### src/ulm_pkg.sv
// Constants, field layouts and carrier types of the partial-word load merge.
// Assumes a single core clock and an APB master on the same clock.
// What this block does
// - Right-partial load: opcode 100110, base 25..21, target 20..16, disp 15..0.
// - Zero-extended word load: opcode 101111, same field layout as other loads.
// - Virtual address is base plus displacement sign-extended from bit 15.
// - Right-partial load reads only the aligned word holding the byte.
// - Right-partial: addressed byte to low register byte, filling upward.
// - 64-bit mode: partial load result bit 31 copied into bits 63..32.
// - Result of the directly preceding load is forwarded to a partial load.
// - Partial loads never raise an alignment address error.
// - Zero-extended load writes the word and clears bits 63..32.
// - Zero-extended load raises address error if address bits 1..0 nonzero and the load is not reserved.
// - Zero-extended load in 32-bit user or supervisor mode is reserved.
// - Left-partial with little-endian memory clears physical bits 1..0.
// - Right-partial with big-endian memory clears physical bits 2..0.
// - Reverse-endian inverts physical address bits 2..0 before access.
// - Byte index from address bits 1..0, half from bit 2, flipped big-endian.
// - Access type: right-partial three minus index, left-partial the index.
// - Left-partial merge: addr 0 puts P into byte E, addr 7 loads I..L.
// - Right-partial merge: addr 0 loads all four, addr 7 only low byte.
// - Left-partial: addressed byte to top of low word, filling downward.
package ulm_pkg;

	localparam logic [5:0] OP_LOAD_LEFT  = 6'h22;
	localparam logic [5:0] OP_LOAD_RIGHT = 6'h26;
	localparam logic [5:0] OP_LOAD_ZEXT  = 6'h2F;

	localparam int OPC_HI  = 31;
	localparam int OPC_LO  = 26;
	localparam int BASE_HI = 25;
	localparam int BASE_LO = 21;
	localparam int TGT_HI  = 20;
	localparam int TGT_LO  = 16;
	localparam int DISP_HI = 15;

	localparam logic [2:0] ATYPE_WORD = 3'h3;
	localparam logic [1:0] BYTE_TOP   = 2'h3;

	localparam logic [1:0] PRIV_KERNEL = 2'h0;
	localparam logic [1:0] PRIV_SUPER  = 2'h1;
	localparam logic [1:0] PRIV_USER   = 2'h2;

	localparam logic [11:0] ADDR_CTRL   = 12'h000;
	localparam logic [11:0] ADDR_STATUS = 12'h004;
	localparam logic [11:0] ADDR_COUNT  = 12'h008;

	localparam int CTRL_MEM_BE = 0;
	localparam int CTRL_CPU_BE = 1;
	localparam int CTRL_REV    = 2;
	localparam int CTRL_MODE64 = 3;
	localparam int CTRL_PRIV_LO = 4;
	localparam int CTRL_PRIV_HI = 5;
	localparam logic [31:0] CTRL_RST = 32'h0000_0008;

	localparam int STAT_ADDR_ERR = 0;
	localparam int STAT_RSVD     = 1;
	localparam int STAT_BUSY     = 2;

	typedef enum logic [1:0] {
		ST_IDLE = 2'b00,
		ST_XLAT = 2'b01,
		ST_REQ  = 2'b11,
		ST_RESP = 2'b10
	} ulm_state_type;

	typedef enum logic [1:0] {
		KIND_LEFT  = 2'h0,
		KIND_RIGHT = 2'h1,
		KIND_ZEXT  = 2'h2
	} ulm_kind_type;

	typedef struct packed {
		logic       mode64;
		logic [1:0] priv;
		logic       memory_big_endian;
		logic       processor_big_endian;
		logic       endian_reverse_select;
	} ulm_cfg_type;

	typedef struct packed {
		logic        valid;
		logic [4:0]  target_reg;
		logic [63:0] data;
	} ulm_result_type;

endpackage : ulm_pkg

### src/ulm_core.sv
// Partial-word and zero-extended word load datapath with APB configuration.
// Assumes translation answers combinationally and memory answers later,
// all on pclk; register file and bypass values arrive on pclk as well.
//
// Decided for this implementation: the APB interface to the registers and the placing of the registers.
`timescale 1ns/10ps
module ulm_core
	import ulm_pkg::*;
#(
	parameter int PADDR_W = 32,
	parameter int COUNT_W = 32
) (
	input  wire logic                 pclk,
	input  wire logic                 presetn,
	input  wire logic [11:0]          paddr,
	input  wire logic                 psel,
	input  wire logic                 penable,
	input  wire logic                 pwrite,
	input  wire logic [31:0]          pwdata,
	output logic [31:0]               prdata,
	output logic                      pready,
	output logic                      pslverr,
	input  wire logic                 issue_valid,
	output logic                      issue_ready,
	input  wire logic [31:0]          issue_instr,
	input  wire logic [63:0]          base_value,
	input  wire logic [63:0]          target_value,
	input  wire ulm_result_type       bypass_in,
	output logic [63:0]               virtual_addr,
	input  wire logic [PADDR_W-1:0]   xlat_paddr,
	output logic                      mem_req_valid,
	input  wire logic                 mem_req_ready,
	output logic [PADDR_W-1:0]        mem_paddr,
	output logic [2:0]                mem_access_type,
	input  wire logic                 mem_rsp_valid,
	input  wire logic [63:0]          mem_rsp_data,
	output ulm_result_type            result_out,
	output logic                      addr_error,
	output logic                      reserved_instr
);

	// Parameter values the logic cannot serve
	if (PADDR_W < 3 || PADDR_W > 64 ||
		COUNT_W < 1 || COUNT_W > 32) begin : g_param_check
		$error("ulm_core: unsupported parameter values");
	end

	ulm_state_type  state_r;
	ulm_kind_type   kind_r;
	ulm_cfg_type    cfg;
	ulm_result_type last_r;
	logic [31:0]        ctrl_r;
	logic               sticky_addr_r;
	logic               sticky_rsvd_r;
	logic [COUNT_W-1:0] count_r;
	logic [63:0]        virtual_addr_r;
	logic [63:0]        old_r;
	logic [4:0]         tgt_r;
	logic [1:0]         byte_r;
	logic               word_r;
	logic               mode64_r;
	logic [PADDR_W-1:0] paddr_r;
	logic [2:0]         atype_r;
	logic               req_valid_r;
	logic [31:0]        prdata_r;
	logic               addr_err_r;
	logic               rsvd_r;

	logic [5:0]   opc;
	logic [4:0]   tgt;
	logic [63:0]  disp_ext;
	logic [63:0]  sum;
	logic [63:0]  virtual_addr_nxt;
	logic         is_left;
	logic         is_right;
	logic         is_zext;
	logic         take;
	logic         zext_misalign;
	logic         zext_rsvd;
	logic         good_issue;
	logic [63:0]  old_nxt;
	logic [PADDR_W-1:0] paddr_nxt;
	logic         apb_setup;
	logic         apb_wr;
	logic         mapped;
	logic         wb_fire;
	logic [31:0]  merged;
	logic [63:0]  wb_data;

	assign cfg = {ctrl_r[CTRL_MODE64],
		ctrl_r[CTRL_PRIV_HI:CTRL_PRIV_LO],
		ctrl_r[CTRL_MEM_BE],
		ctrl_r[CTRL_CPU_BE],
		ctrl_r[CTRL_REV]};

	// Left-partial merge: top of the low word downward
	function automatic logic [31:0] merge_left(
		input logic [63:0] m,
		input logic [31:0] old,
		input logic [1:0]  b,
		input logic        w
	);
		logic [31:0] t;
		int          sh;
		int          base;
		t = old;
		sh = 3 - int'(b);
		base = w ? 4 : 0;
		for (int i = 0; i < 4; i++) begin
			if (i >= sh) begin
				t[8*i +: 8] = m[8*(base + i - sh) +: 8];
			end
		end
		return t;
	endfunction : merge_left

	// Right-partial merge: low byte upward within the addressed word
	function automatic logic [31:0] merge_right(
		input logic [63:0] m,
		input logic [31:0] old,
		input logic [1:0]  b,
		input logic        w
	);
		logic [31:0] t;
		int          top;
		int          base;
		t = old;
		top = 3 - int'(b);
		base = (w ? 4 : 0) + int'(b);
		for (int i = 0; i < 4; i++) begin
			if (i <= top) begin
				t[8*i +: 8] = m[8*(base + i) +: 8];
			end
		end
		return t;
	endfunction : merge_right

	// Instruction decode
	assign opc      = issue_instr[OPC_HI:OPC_LO];
	assign tgt      = issue_instr[TGT_HI:TGT_LO];
	assign is_left  = (opc == OP_LOAD_LEFT);
	assign is_right = (opc == OP_LOAD_RIGHT);
	assign is_zext  = (opc == OP_LOAD_ZEXT);
	assign take     = issue_valid && issue_ready;

	// Effective address
	assign disp_ext = {{48{issue_instr[DISP_HI]}}, issue_instr[DISP_HI:0]};
	assign sum      = base_value + disp_ext;
	assign virtual_addr_nxt = cfg.mode64 ? sum : {{32{sum[31]}}, sum[31:0]};

	// Exceptions; partial loads have no alignment check
	assign zext_misalign = is_zext && (virtual_addr_nxt[1:0] != 2'h0);
	assign zext_rsvd = is_zext && !cfg.mode64 &&
		(cfg.priv == PRIV_USER || cfg.priv == PRIV_SUPER);
	assign good_issue = take && (is_left || is_right || is_zext) &&
		!zext_misalign && !zext_rsvd;

	// Old target value with forwarding from the preceding load
	always_comb begin
		if (last_r.valid && last_r.target_reg == tgt) begin
			old_nxt = last_r.data;
		end else if (bypass_in.valid && bypass_in.target_reg == tgt) begin
			old_nxt = bypass_in.data;
		end else begin
			old_nxt = target_value;
		end
	end

	assign issue_ready  = (state_r == ST_IDLE);
	assign virtual_addr = virtual_addr_r;

	// Sequencing
	always_ff @(posedge pclk or negedge presetn) begin
		if (!presetn) begin
			state_r <= ST_IDLE;
		end else begin
			case (state_r)
				ST_IDLE: begin
					if (good_issue) begin
						state_r <= ST_XLAT;
					end
				end
				ST_XLAT: begin
					state_r <= ST_REQ;
				end
				ST_REQ: begin
					if (mem_req_ready) begin
						state_r <= ST_RESP;
					end
				end
				ST_RESP: begin
					if (mem_rsp_valid) begin
						state_r <= ST_IDLE;
					end
				end
				default: begin
					state_r <= ST_IDLE;
				end
			endcase
		end
	end

	// Captured load context; mode64 and processor_big_endian sampled per load
	always_ff @(posedge pclk or negedge presetn) begin
		if (!presetn) begin
			virtual_addr_r  <= 64'h0;
			old_r    <= 64'h0;
			tgt_r    <= 5'h0;
			kind_r   <= KIND_LEFT;
			byte_r   <= 2'h0;
			word_r   <= 1'b0;
			mode64_r <= 1'b0;
		end else if (good_issue) begin
			virtual_addr_r  <= virtual_addr_nxt;
			old_r    <= old_nxt;
			tgt_r    <= tgt;
			kind_r   <= is_left ? KIND_LEFT : (is_right ? KIND_RIGHT : KIND_ZEXT);
			byte_r   <= virtual_addr_nxt[1:0] ^ {2{cfg.processor_big_endian}};
			word_r   <= virtual_addr_nxt[2] ^ cfg.processor_big_endian;
			mode64_r <= cfg.mode64;
		end
	end

	// Physical address adjustment and access type
	always_comb begin
		paddr_nxt = xlat_paddr;
		paddr_nxt[2:0] = xlat_paddr[2:0] ^ {3{cfg.endian_reverse_select}};
		if (kind_r == KIND_LEFT && !cfg.memory_big_endian) begin
			paddr_nxt[1:0] = 2'h0;
		end
		if (kind_r == KIND_RIGHT && cfg.memory_big_endian) begin
			paddr_nxt[2:0] = 3'h0;
		end
	end

	always_ff @(posedge pclk or negedge presetn) begin
		if (!presetn) begin
			paddr_r     <= '0;
			atype_r     <= 3'h0;
			req_valid_r <= 1'b0;
		end else if (state_r == ST_XLAT) begin
			paddr_r     <= paddr_nxt;
			req_valid_r <= 1'b1;
			case (kind_r)
				KIND_LEFT: atype_r <= {1'b0, byte_r};
				KIND_RIGHT: atype_r <= {1'b0, BYTE_TOP - byte_r};
				default: atype_r <= ATYPE_WORD;
			endcase
		end else if (state_r == ST_REQ && mem_req_ready) begin
			req_valid_r <= 1'b0;
		end
	end

	assign mem_req_valid   = req_valid_r;
	assign mem_paddr       = paddr_r;
	assign mem_access_type = atype_r;

	// Merge and extension
	assign wb_fire = (state_r == ST_RESP) && mem_rsp_valid;

	always_comb begin
		if (kind_r == KIND_LEFT) begin
			merged = merge_left(mem_rsp_data, old_r[31:0], byte_r, word_r);
		end else if (kind_r == KIND_RIGHT) begin
			merged = merge_right(mem_rsp_data, old_r[31:0], byte_r, word_r);
		end else begin
			merged = word_r ? mem_rsp_data[63:32] : mem_rsp_data[31:0];
		end
		if (kind_r == KIND_ZEXT) begin
			wb_data = {32'h0, merged};
		end else if (mode64_r) begin
			wb_data = {{32{merged[31]}}, merged};
		end else begin
			wb_data = {old_r[63:32], merged};
		end
	end

	always_ff @(posedge pclk or negedge presetn) begin
		if (!presetn) begin
			result_out <= '0;
		end else begin
			result_out.valid <= wb_fire;
			if (wb_fire) begin
				result_out.target_reg <= tgt_r;
				result_out.data       <= wb_data;
			end
		end
	end

	// Last own result, valid only for the next issued load
	always_ff @(posedge pclk or negedge presetn) begin
		if (!presetn) begin
			last_r <= '0;
		end else if (wb_fire) begin
			last_r.valid      <= 1'b1;
			last_r.target_reg <= tgt_r;
			last_r.data       <= wb_data;
		end else if (take) begin
			last_r.valid <= 1'b0;
		end
	end

	// Exception pulses
	always_ff @(posedge pclk or negedge presetn) begin
		if (!presetn) begin
			addr_err_r <= 1'b0;
			rsvd_r     <= 1'b0;
		end else begin
			addr_err_r <= take && zext_misalign && !zext_rsvd;
			rsvd_r     <= take && zext_rsvd;
		end
	end

	assign addr_error     = addr_err_r;
	assign reserved_instr = rsvd_r;

	// APB slave
	assign apb_setup = psel && !penable;
	assign apb_wr    = psel && penable && pwrite;
	assign mapped    = (paddr == ADDR_CTRL) || (paddr == ADDR_STATUS) ||
		(paddr == ADDR_COUNT);
	assign pready    = 1'b1;
	assign pslverr   = psel && penable && !mapped;
	assign prdata    = prdata_r;

	always_ff @(posedge pclk or negedge presetn) begin
		if (!presetn) begin
			ctrl_r <= CTRL_RST;
		end else if (apb_wr && paddr == ADDR_CTRL) begin
			ctrl_r <= {26'h0, pwdata[CTRL_PRIV_HI:0]};
		end
	end

	// Sticky flags: a new event wins over a same-cycle clear
	always_ff @(posedge pclk or negedge presetn) begin
		if (!presetn) begin
			sticky_addr_r <= 1'b0;
			sticky_rsvd_r <= 1'b0;
		end else begin
			if (addr_err_r) begin
				sticky_addr_r <= 1'b1;
			end else if (apb_wr && paddr == ADDR_STATUS && pwdata[STAT_ADDR_ERR]) begin
				sticky_addr_r <= 1'b0;
			end
			if (rsvd_r) begin
				sticky_rsvd_r <= 1'b1;
			end else if (apb_wr && paddr == ADDR_STATUS && pwdata[STAT_RSVD]) begin
				sticky_rsvd_r <= 1'b0;
			end
		end
	end

	always_ff @(posedge pclk or negedge presetn) begin
		if (!presetn) begin
			count_r <= '0;
		end else if (wb_fire) begin
			count_r <= count_r + 1'b1;
		end
	end

	always_ff @(posedge pclk or negedge presetn) begin
		if (!presetn) begin
			prdata_r <= 32'h0;
		end else if (apb_setup) begin
			case (paddr)
				ADDR_CTRL: prdata_r <= ctrl_r;
				ADDR_STATUS: prdata_r <= {29'h0, (state_r != ST_IDLE),
					sticky_rsvd_r, sticky_addr_r};
				ADDR_COUNT: prdata_r <= 32'(count_r);
				default: prdata_r <= 32'h0;
			endcase
		end
	end

endmodule : ulm_core

### config.mk
export PLATFORM = sky130hd
export DESIGN_NAME = ulm_core
export DESIGN_NICKNAME = d
export VERILOG_FILES = /design/src/ulm_pkg.sv /design/src/ulm_core.sv
export SDC_FILE = /design/constraint.sdc
export NUM_CORES = 1
export LEC_CHECK = 0
export BUFFER_PORTS_ARGS = -buffer_cell sky130_fd_sc_hd__buf_2
export CORE_AREA = 2 2 229 231
export DETAILED_ROUTE_END_ITERATION = 8
export DIE_AREA = 0 0 231 233
export MAX_ROUTING_LAYER = met4
export PLACE_DENSITY = 0.67
export REMOVE_ABC_BUFFERS = 1
export SKIP_LAST_GASP = 1
export SLEW_MARGIN = 15
export SYNTH_ARGS = -nofsm -noshare
export SYNTH_HDL_FRONTEND = slang
export SYNTH_SLANG_ARGS = --single-unit
### constraint.sdc
create_clock -name pclk -period 6.1 [get_ports pclk]
set_input_delay 0.915 -clock pclk [delete_from_list [all_inputs] [get_ports pclk]]
set_output_delay 0.915 -clock pclk [all_outputs]
set_load 0.005 [all_outputs]
---- Yosys cells after proc, flatten, opt, wreduce, memory -nomap -nowiden ----
Cells that the tools add are included.
storage, ports and cells
  memories kept ........................... 0
  latch bits .............................. 0
  input bits .............................. 378
  output and inout port bits .............. 207
  bits in read-only memories .............. 0
  register bits after elaboration ......... 322
  memory bits (writable) .................. 0
cells by class
  bitwise operators ....................... 3
  magnitude comparators ................... 8
  add/sub/neg operators ................... 15
  divide/modulo/power cells ............... 0
  multipliers ............................. 0
  muxes and demuxes ....................... 35
  eq/ne operators ......................... 17
  reductions and logical operators ........ 45
  shifts and indexed selects .............. 8
operator list
  cell                     count
  $mux W64                 5
  $shiftx A64 B32 Y8       4
  $shiftx A64 B9 Y8        3
  $mux W32                 3
  $pmux W32 S3             1
  $add A64 B64 Y64         1
  $mux W8                  8
  $shiftx A64 B8 Y8        1
  $add A32 B1 Y32 const B  1
  $logic_and A1 B1 Y1      24
  $eq A6 B6 Y1 const B     3
  $sub A5 B3 Y6            3
  $eq A12 B3 Y1 const B    1
  $eq A12 B4 Y1 const B    1
  $logic_not A12 Y1        1
  $mux W2                  6
  $reduce_bool A2 Y1       6
  $add A4 B2 Y5 const B    2
  $eq A5 B5 Y1             2
  $add A3 B2 Y4 const B    2
  $eq A2 B2 Y1 const B     4
  $mux W1                  8
  $pmux W2 S4              1
  $eq A2 B1 Y1 const B     3
  other kinds (23)         37

---- Depth between registers and ports, before layout ----
  word-level depth ........................ 9
  gate-level depth with buffers ........... 14
  depth with buffers taken out ............ 13

---- Worst setup path after synthesis ----
OpenSTA, ideal clock, no wires.
  path kind ............................... register -> register
  start ................................... reg byte_r[0]
  end ..................................... reg last_r[4] in the netlist's numbering
  path buffers ............................ 5
  path slack .............................. 2162 ps
  arrival time ............................ 3805 ps
  cell stages (with the launch flop) ...... 13
  cells stage by stage .................... dfrtp_1 > buf_2 > buf_1 > inv_1 > clkbuf_1 > ha_1 > clkbuf_1 > buf_1 > mux4_2 > mux2i_1 > o2bb2ai_1 > a222oi_1 > o21ai_0
on the way
  longest elaborated chain between the ends .. 7
  elaborated cells on any way between the ends .. 13
  classes of those cells .................. 3 x add/sub; 2 x order compare; 2 x shift; 6 x mux
RTL lines
  what                                            RTL line                                           RTL
  start: declaration                              ulm_core.sv:59                                     logic [1:0] byte_r;
  start signal: assignment                        ulm_core.sv:218                                    byte_r <= virtual_addr_nxt[1:0] ^ {2{cfg.processor_big_endian}};
  $sub A2 B2 Y3 or $add A3 B2 Y4 (tied branches)  ulm_core.sv:107, ulm_core.sv:128, ulm_core.sv:129
  $sub A4 B3 Y5, or another cell as far along     ulm_core.sv:111                                    t[8*i +: 8] = m[8*(base + i - sh) +: 8];
  $shiftx A64 B32 Y8 or $mux W8 (tied branches)   ulm_core.sv:111, ulm_core.sv:131
  $mux W8 or $mux W32 (tied branches)             ulm_core.sv:110, ulm_core.sv:264
  $mux W32 *                                      ulm_core.sv:262                                    if (kind_r == KIND_LEFT) begin
  $mux W64                                        ulm_core.sv:271                                    end else if (mode64_r) begin
  $mux W64 *                                      ulm_core.sv:269                                    if (kind_r == KIND_ZEXT) begin
  end: declaration                                ulm_core.sv:51                                     ulm_result_type last_r;
Mark *: on every way between the ends. The rest lies on a longest branch, timed or not.
A chain may end at the register's enable or synchronous reset.

---- Worst setup path in the final report ----
  start ................................... reg byte_r[0]
  end ..................................... reg last_r[7] in the netlist's numbering
The elaborated chain is that of the path after synthesis.

==> impl_metrics.py <==
metrics = {
    "routing": {
        "wl_per_cell_um": 21.2,
        "drt_pass1_iterations": 6,
        "ant_nets": 0,
        "wl_um": 75200,
        "num_vias": 20500,
        "via_per_inst": 5.78,
        "first_iter_violations": 1774,
        "drc_errors": 0,
    },
    "synthesis": {
        "syn_area_um2": 21900,
        "ys_warn_count": 0,
        "ys_seq_area_frac": 0.367,
        "synthDistinctLibCells": 81,
        "synth-edff-count": 0,
        "synthFlopType": "dfrtp_1",
        "netlist_instances": 2440,
        "synth_seq_cells": 321,
        "async_flop_share": 1.00,
        "avgSynthCellArea_um2": 8.97,
    },
    "global_route": {
        "overflow": 0,
        "grt_pass1_wl_um": 115000,
        "grt_pass1_vias": 20300,
        "grt_max_degree": 140,
        "antenna_found_initial": 7,
        "grtUsageTotal": 0.279,
    },
    "placement": {
        "placed_area_um2": 24600,
        "dp_hpwl_um": 54500,
        "port_buffers": 551,
        "pre_cts_ws_ns": 1.50,
        "globalplace.congestion": 0.955,
    },
    "floorplanning": {
        "placementRows": 83,
        "die_w_um": 231,
        "die_y_um": 233,
        "core_area_um2": 51100,
        "ios": 585,
        "dieArea_um2": 53800,
        "start_util": 0.428,
    },
    "timing": {
        "tns_ns": 0,
        "setup_slack_ns": 1.89,
        "slew_headroom": 0.295,
        "rsz0062_at_grt": "false",
        "slew_violations": 0,
        "period_share": 0.691,
        "setup_viol": 0,
        "fmax_ghz": 0.237,
        "skew_ns": 0.0196,
        "tightest_slew_ns": 1.05,
        "fin_crit_ns": 4.21,
        "hold_viol": 0,
    },
    "worst_setup_path": {
        "path_max_fanout": 38,
        "crit_required_ns": 6.51,
        "worstReg2RegEnd": "last_r[7]$_DFFE_PN0P_",
        "crit_arrival_ns": 4.62,
        "end_kind": "flip-flop",
        "start_kind": "flip-flop",
        "r2r_cells": 9,
        "reg2reg_from": "byte_r[0]$_DFFE_PN0P_",
        "r2r_setup_slack_ns": 1.89,
        "path_class": "reg -> reg",
    },
    "status": {
        "status": "completed",
    },
    "min_path": {
        "hold_path_class": "in -> async",
    },
    "power": {
        "leakagePower_uw": 0.0124,
        "ir_drop_mv": 0.386,
        "powerDensity_nw_per_um2": 422,
        "totalPowerFinal_uw": 11000,
    },
    "clock_tree": {
        "cts-root-buf": "clkbuf_16",
        "insertion_delay_ns": 0.57,
        "cts_setup_buffers": 0,
        "clockBufferDepth": 3,
        "htreeDepth": 2,
        "clock_sinks": 321,
        "cts_made_buffers": 40,
        "holdBufCountCts": 0,
        "cts_tree": "yes",
        "cts.clk_slew.worst_paths_ns": 0.07,
        "cts_resized": 0,
    },
    "layout": {
        "final_area_um2": 26000,
        "syn_to_final_growth_pct": 18.7,
        "drive_gt1_frac": 0.280,
        "multi_input_area_um2": 12600,
        "final-seq-area_um2": 8040,
        "nets": 3282,
        "n_fill_cell": 4804,
    },
    "run": {
        "max_cap_violations": 0,
    },
}
metrics by stage:
| stage | hold WS (ns) | util | cells |
|---|---|---|---|
| after floorplan | 0.439 | - | 2210 |
| after global placement | 0.442 | 0.481 | 3467 |
| after detailed placement | 0.443 | 0.481 | 3467 |
| after CTS | 0.440 | 0.508 | 3539 |
| after global routing | 0.443 | 0.508 | 3545 |
| final | 0.371 | 0.508 | 3545 |
area by class of cell:
| cell class | instances | share of cell area |
|---|---|---|
| multi-input combinational | 1844 | 0.484 |
| inverter | 45 | 0.00650 |
| antenna | 6 | 0.000578 |
| clock buffer | 55 | 0.0438 |
| tap | 680 | 0.0328 |
| sequential | 321 | 0.310 |
| clock inverter | 17 | 0.00843 |
| timing repair buffer | 577 | 0.115 |
flip-flops by register name, indices dropped and copies added (netlist names):
| register | flops |
|---|---|
| sticky_rsvd_r | 1 |
| reserved_instr | 1 |
| kind_r | 2 |
| prdata | 32 |
| state_r | 2 |
| word_r | 1 |
| virtual_addr | 64 |
| mem_access_type | 2 |
| addr_error | 1 |
| mem_paddr | 32 |
| result_out | 1 |
| mem_req_valid | 1 |
| ctrl_r | 6 |
| last_r | 70 |
| count_r | 32 |
| sticky_addr_r | 1 |
| old_r | 64 |
| tgt_r | 5 |
| mode64_r | 1 |
| byte_r | 2 |
power breakdown:
part	internal [uW]	switching (uW)
Clock	1480	992
Sequential	2870	579
Combinational	2200	2830
Total	6560	4400
worst max-delay path: stages, from the launching register on:
cell and delay, ns:
dfrtp_4 0.82, ha_1 0.83, inv_1 0.55, ha_1 0.92
mux2i_1 0.28, nor2_1 0.06, a211oi_1 0.23, a211oi_1 0.08
a21oi_1 0.18, o21ai_0 0.09
how the worst max path moves through the flow:
stage / slack [ns] / from / depth (start not counted) / to
4_1_cts: 1.94 / byte_r[0]$_DFFE_PN0P_ / 9 / last_r[7]$_DFFE_PN0P_
3_5_place_dp: 1.50 / issue_instr[15] / 11 / virtual_addr[57]$_DFFE_PN0P_
5_1_grt: 1.69 / byte_r[0]$_DFFE_PN0P_ / 9 / last_r[22]$_DFFE_PN0P_
6_report: 1.89 / byte_r[0]$_DFFE_PN0P_ / 9 / last_r[7]$_DFFE_PN0P_
2_1_floorplan: -0.40 / byte_r[0]$_DFFE_PN0P_ / 7 / last_r[6]$_DFFE_PN0P_
3_3_place_gp: 1.47 / issue_instr[15] / 10 / virtual_addr[63]$_DFFE_PN0P_
cell families (layout without fill, tap and decap cells):
| family | after synthesis | count (layout) | synth area share |
|---|---|---|---|
| compound gates | 697 | 697 | 0.196 |
| xor+xnor | 104 | 104 | 0.0416 |
| fa+ha+maj | 75 | 75 | 0.0432 |
| buf+inv | 275 | 694 | 0.0607 |
| flops | 321 | 321 | 0.367 |
| mux | 247 | 247 | 0.150 |
| other cells | 2 | 8 | 0.000343 |
| simple gates | 719 | 719 | 0.141 |
layer usage:
metal | up-vias | part of all wire | track usage
li1 | 9478 | - | -
met1 | 9991 | 0.42 | 0.356
met2 | 867 | 0.48 | 0.459
met5 | - | 0 | -
met4 | 0 | 0.027 | 0.0829
met3 | 137 | 0.070 | 0.0435
layout by cell type, fill, tap and decap left out, types with 42 or more instances in the layout:
master / n
buf_2: 550
dfrtp_1: 317
xor2_1: 42
nand2_1: 403
inv_1: 44
ha_1: 74
nor2_1: 156
mux2_2: 72
o21ai_0: 323
mux4_2: 58
xnor2_1: 62
a21oi_1: 127
mux2i_1: 117
synthesized netlist by cell type (11+ instances only):
library cell	count	share of area
buf_2	14	0.0032
o21a_1	12	0.0041
nor3_1	16	0.0037
a221oi_1	20	0.0080
nand4_1	31	0.0089
xor2_1	42	0.017
o21ai_0	323	0.074
dfrtp_1	320	0.37
clkbuf_1	119	0.020
mux4_2	58	0.060
a22o_1	27	0.011
buf_4	72	0.025
nor2b_1	14	0.0040
ha_1	74	0.042
mux2i_1	117	0.054
a31oi_1	11	0.0031
xnor2_1	62	0.025
a21o_1	33	0.011
mux2_2	72	0.037
nor2_1	158	0.027
o211ai_1	15	0.0051
a211oi_1	18	0.0062
buf_1	23	0.0039
a21oi_1	127	0.029
inv_1	44	0.0075
o21bai_1	22	0.0075
nand2_1	403	0.069
nand3_1	33	0.0075
No activity file was read; power rests on OpenSTA's default activity.
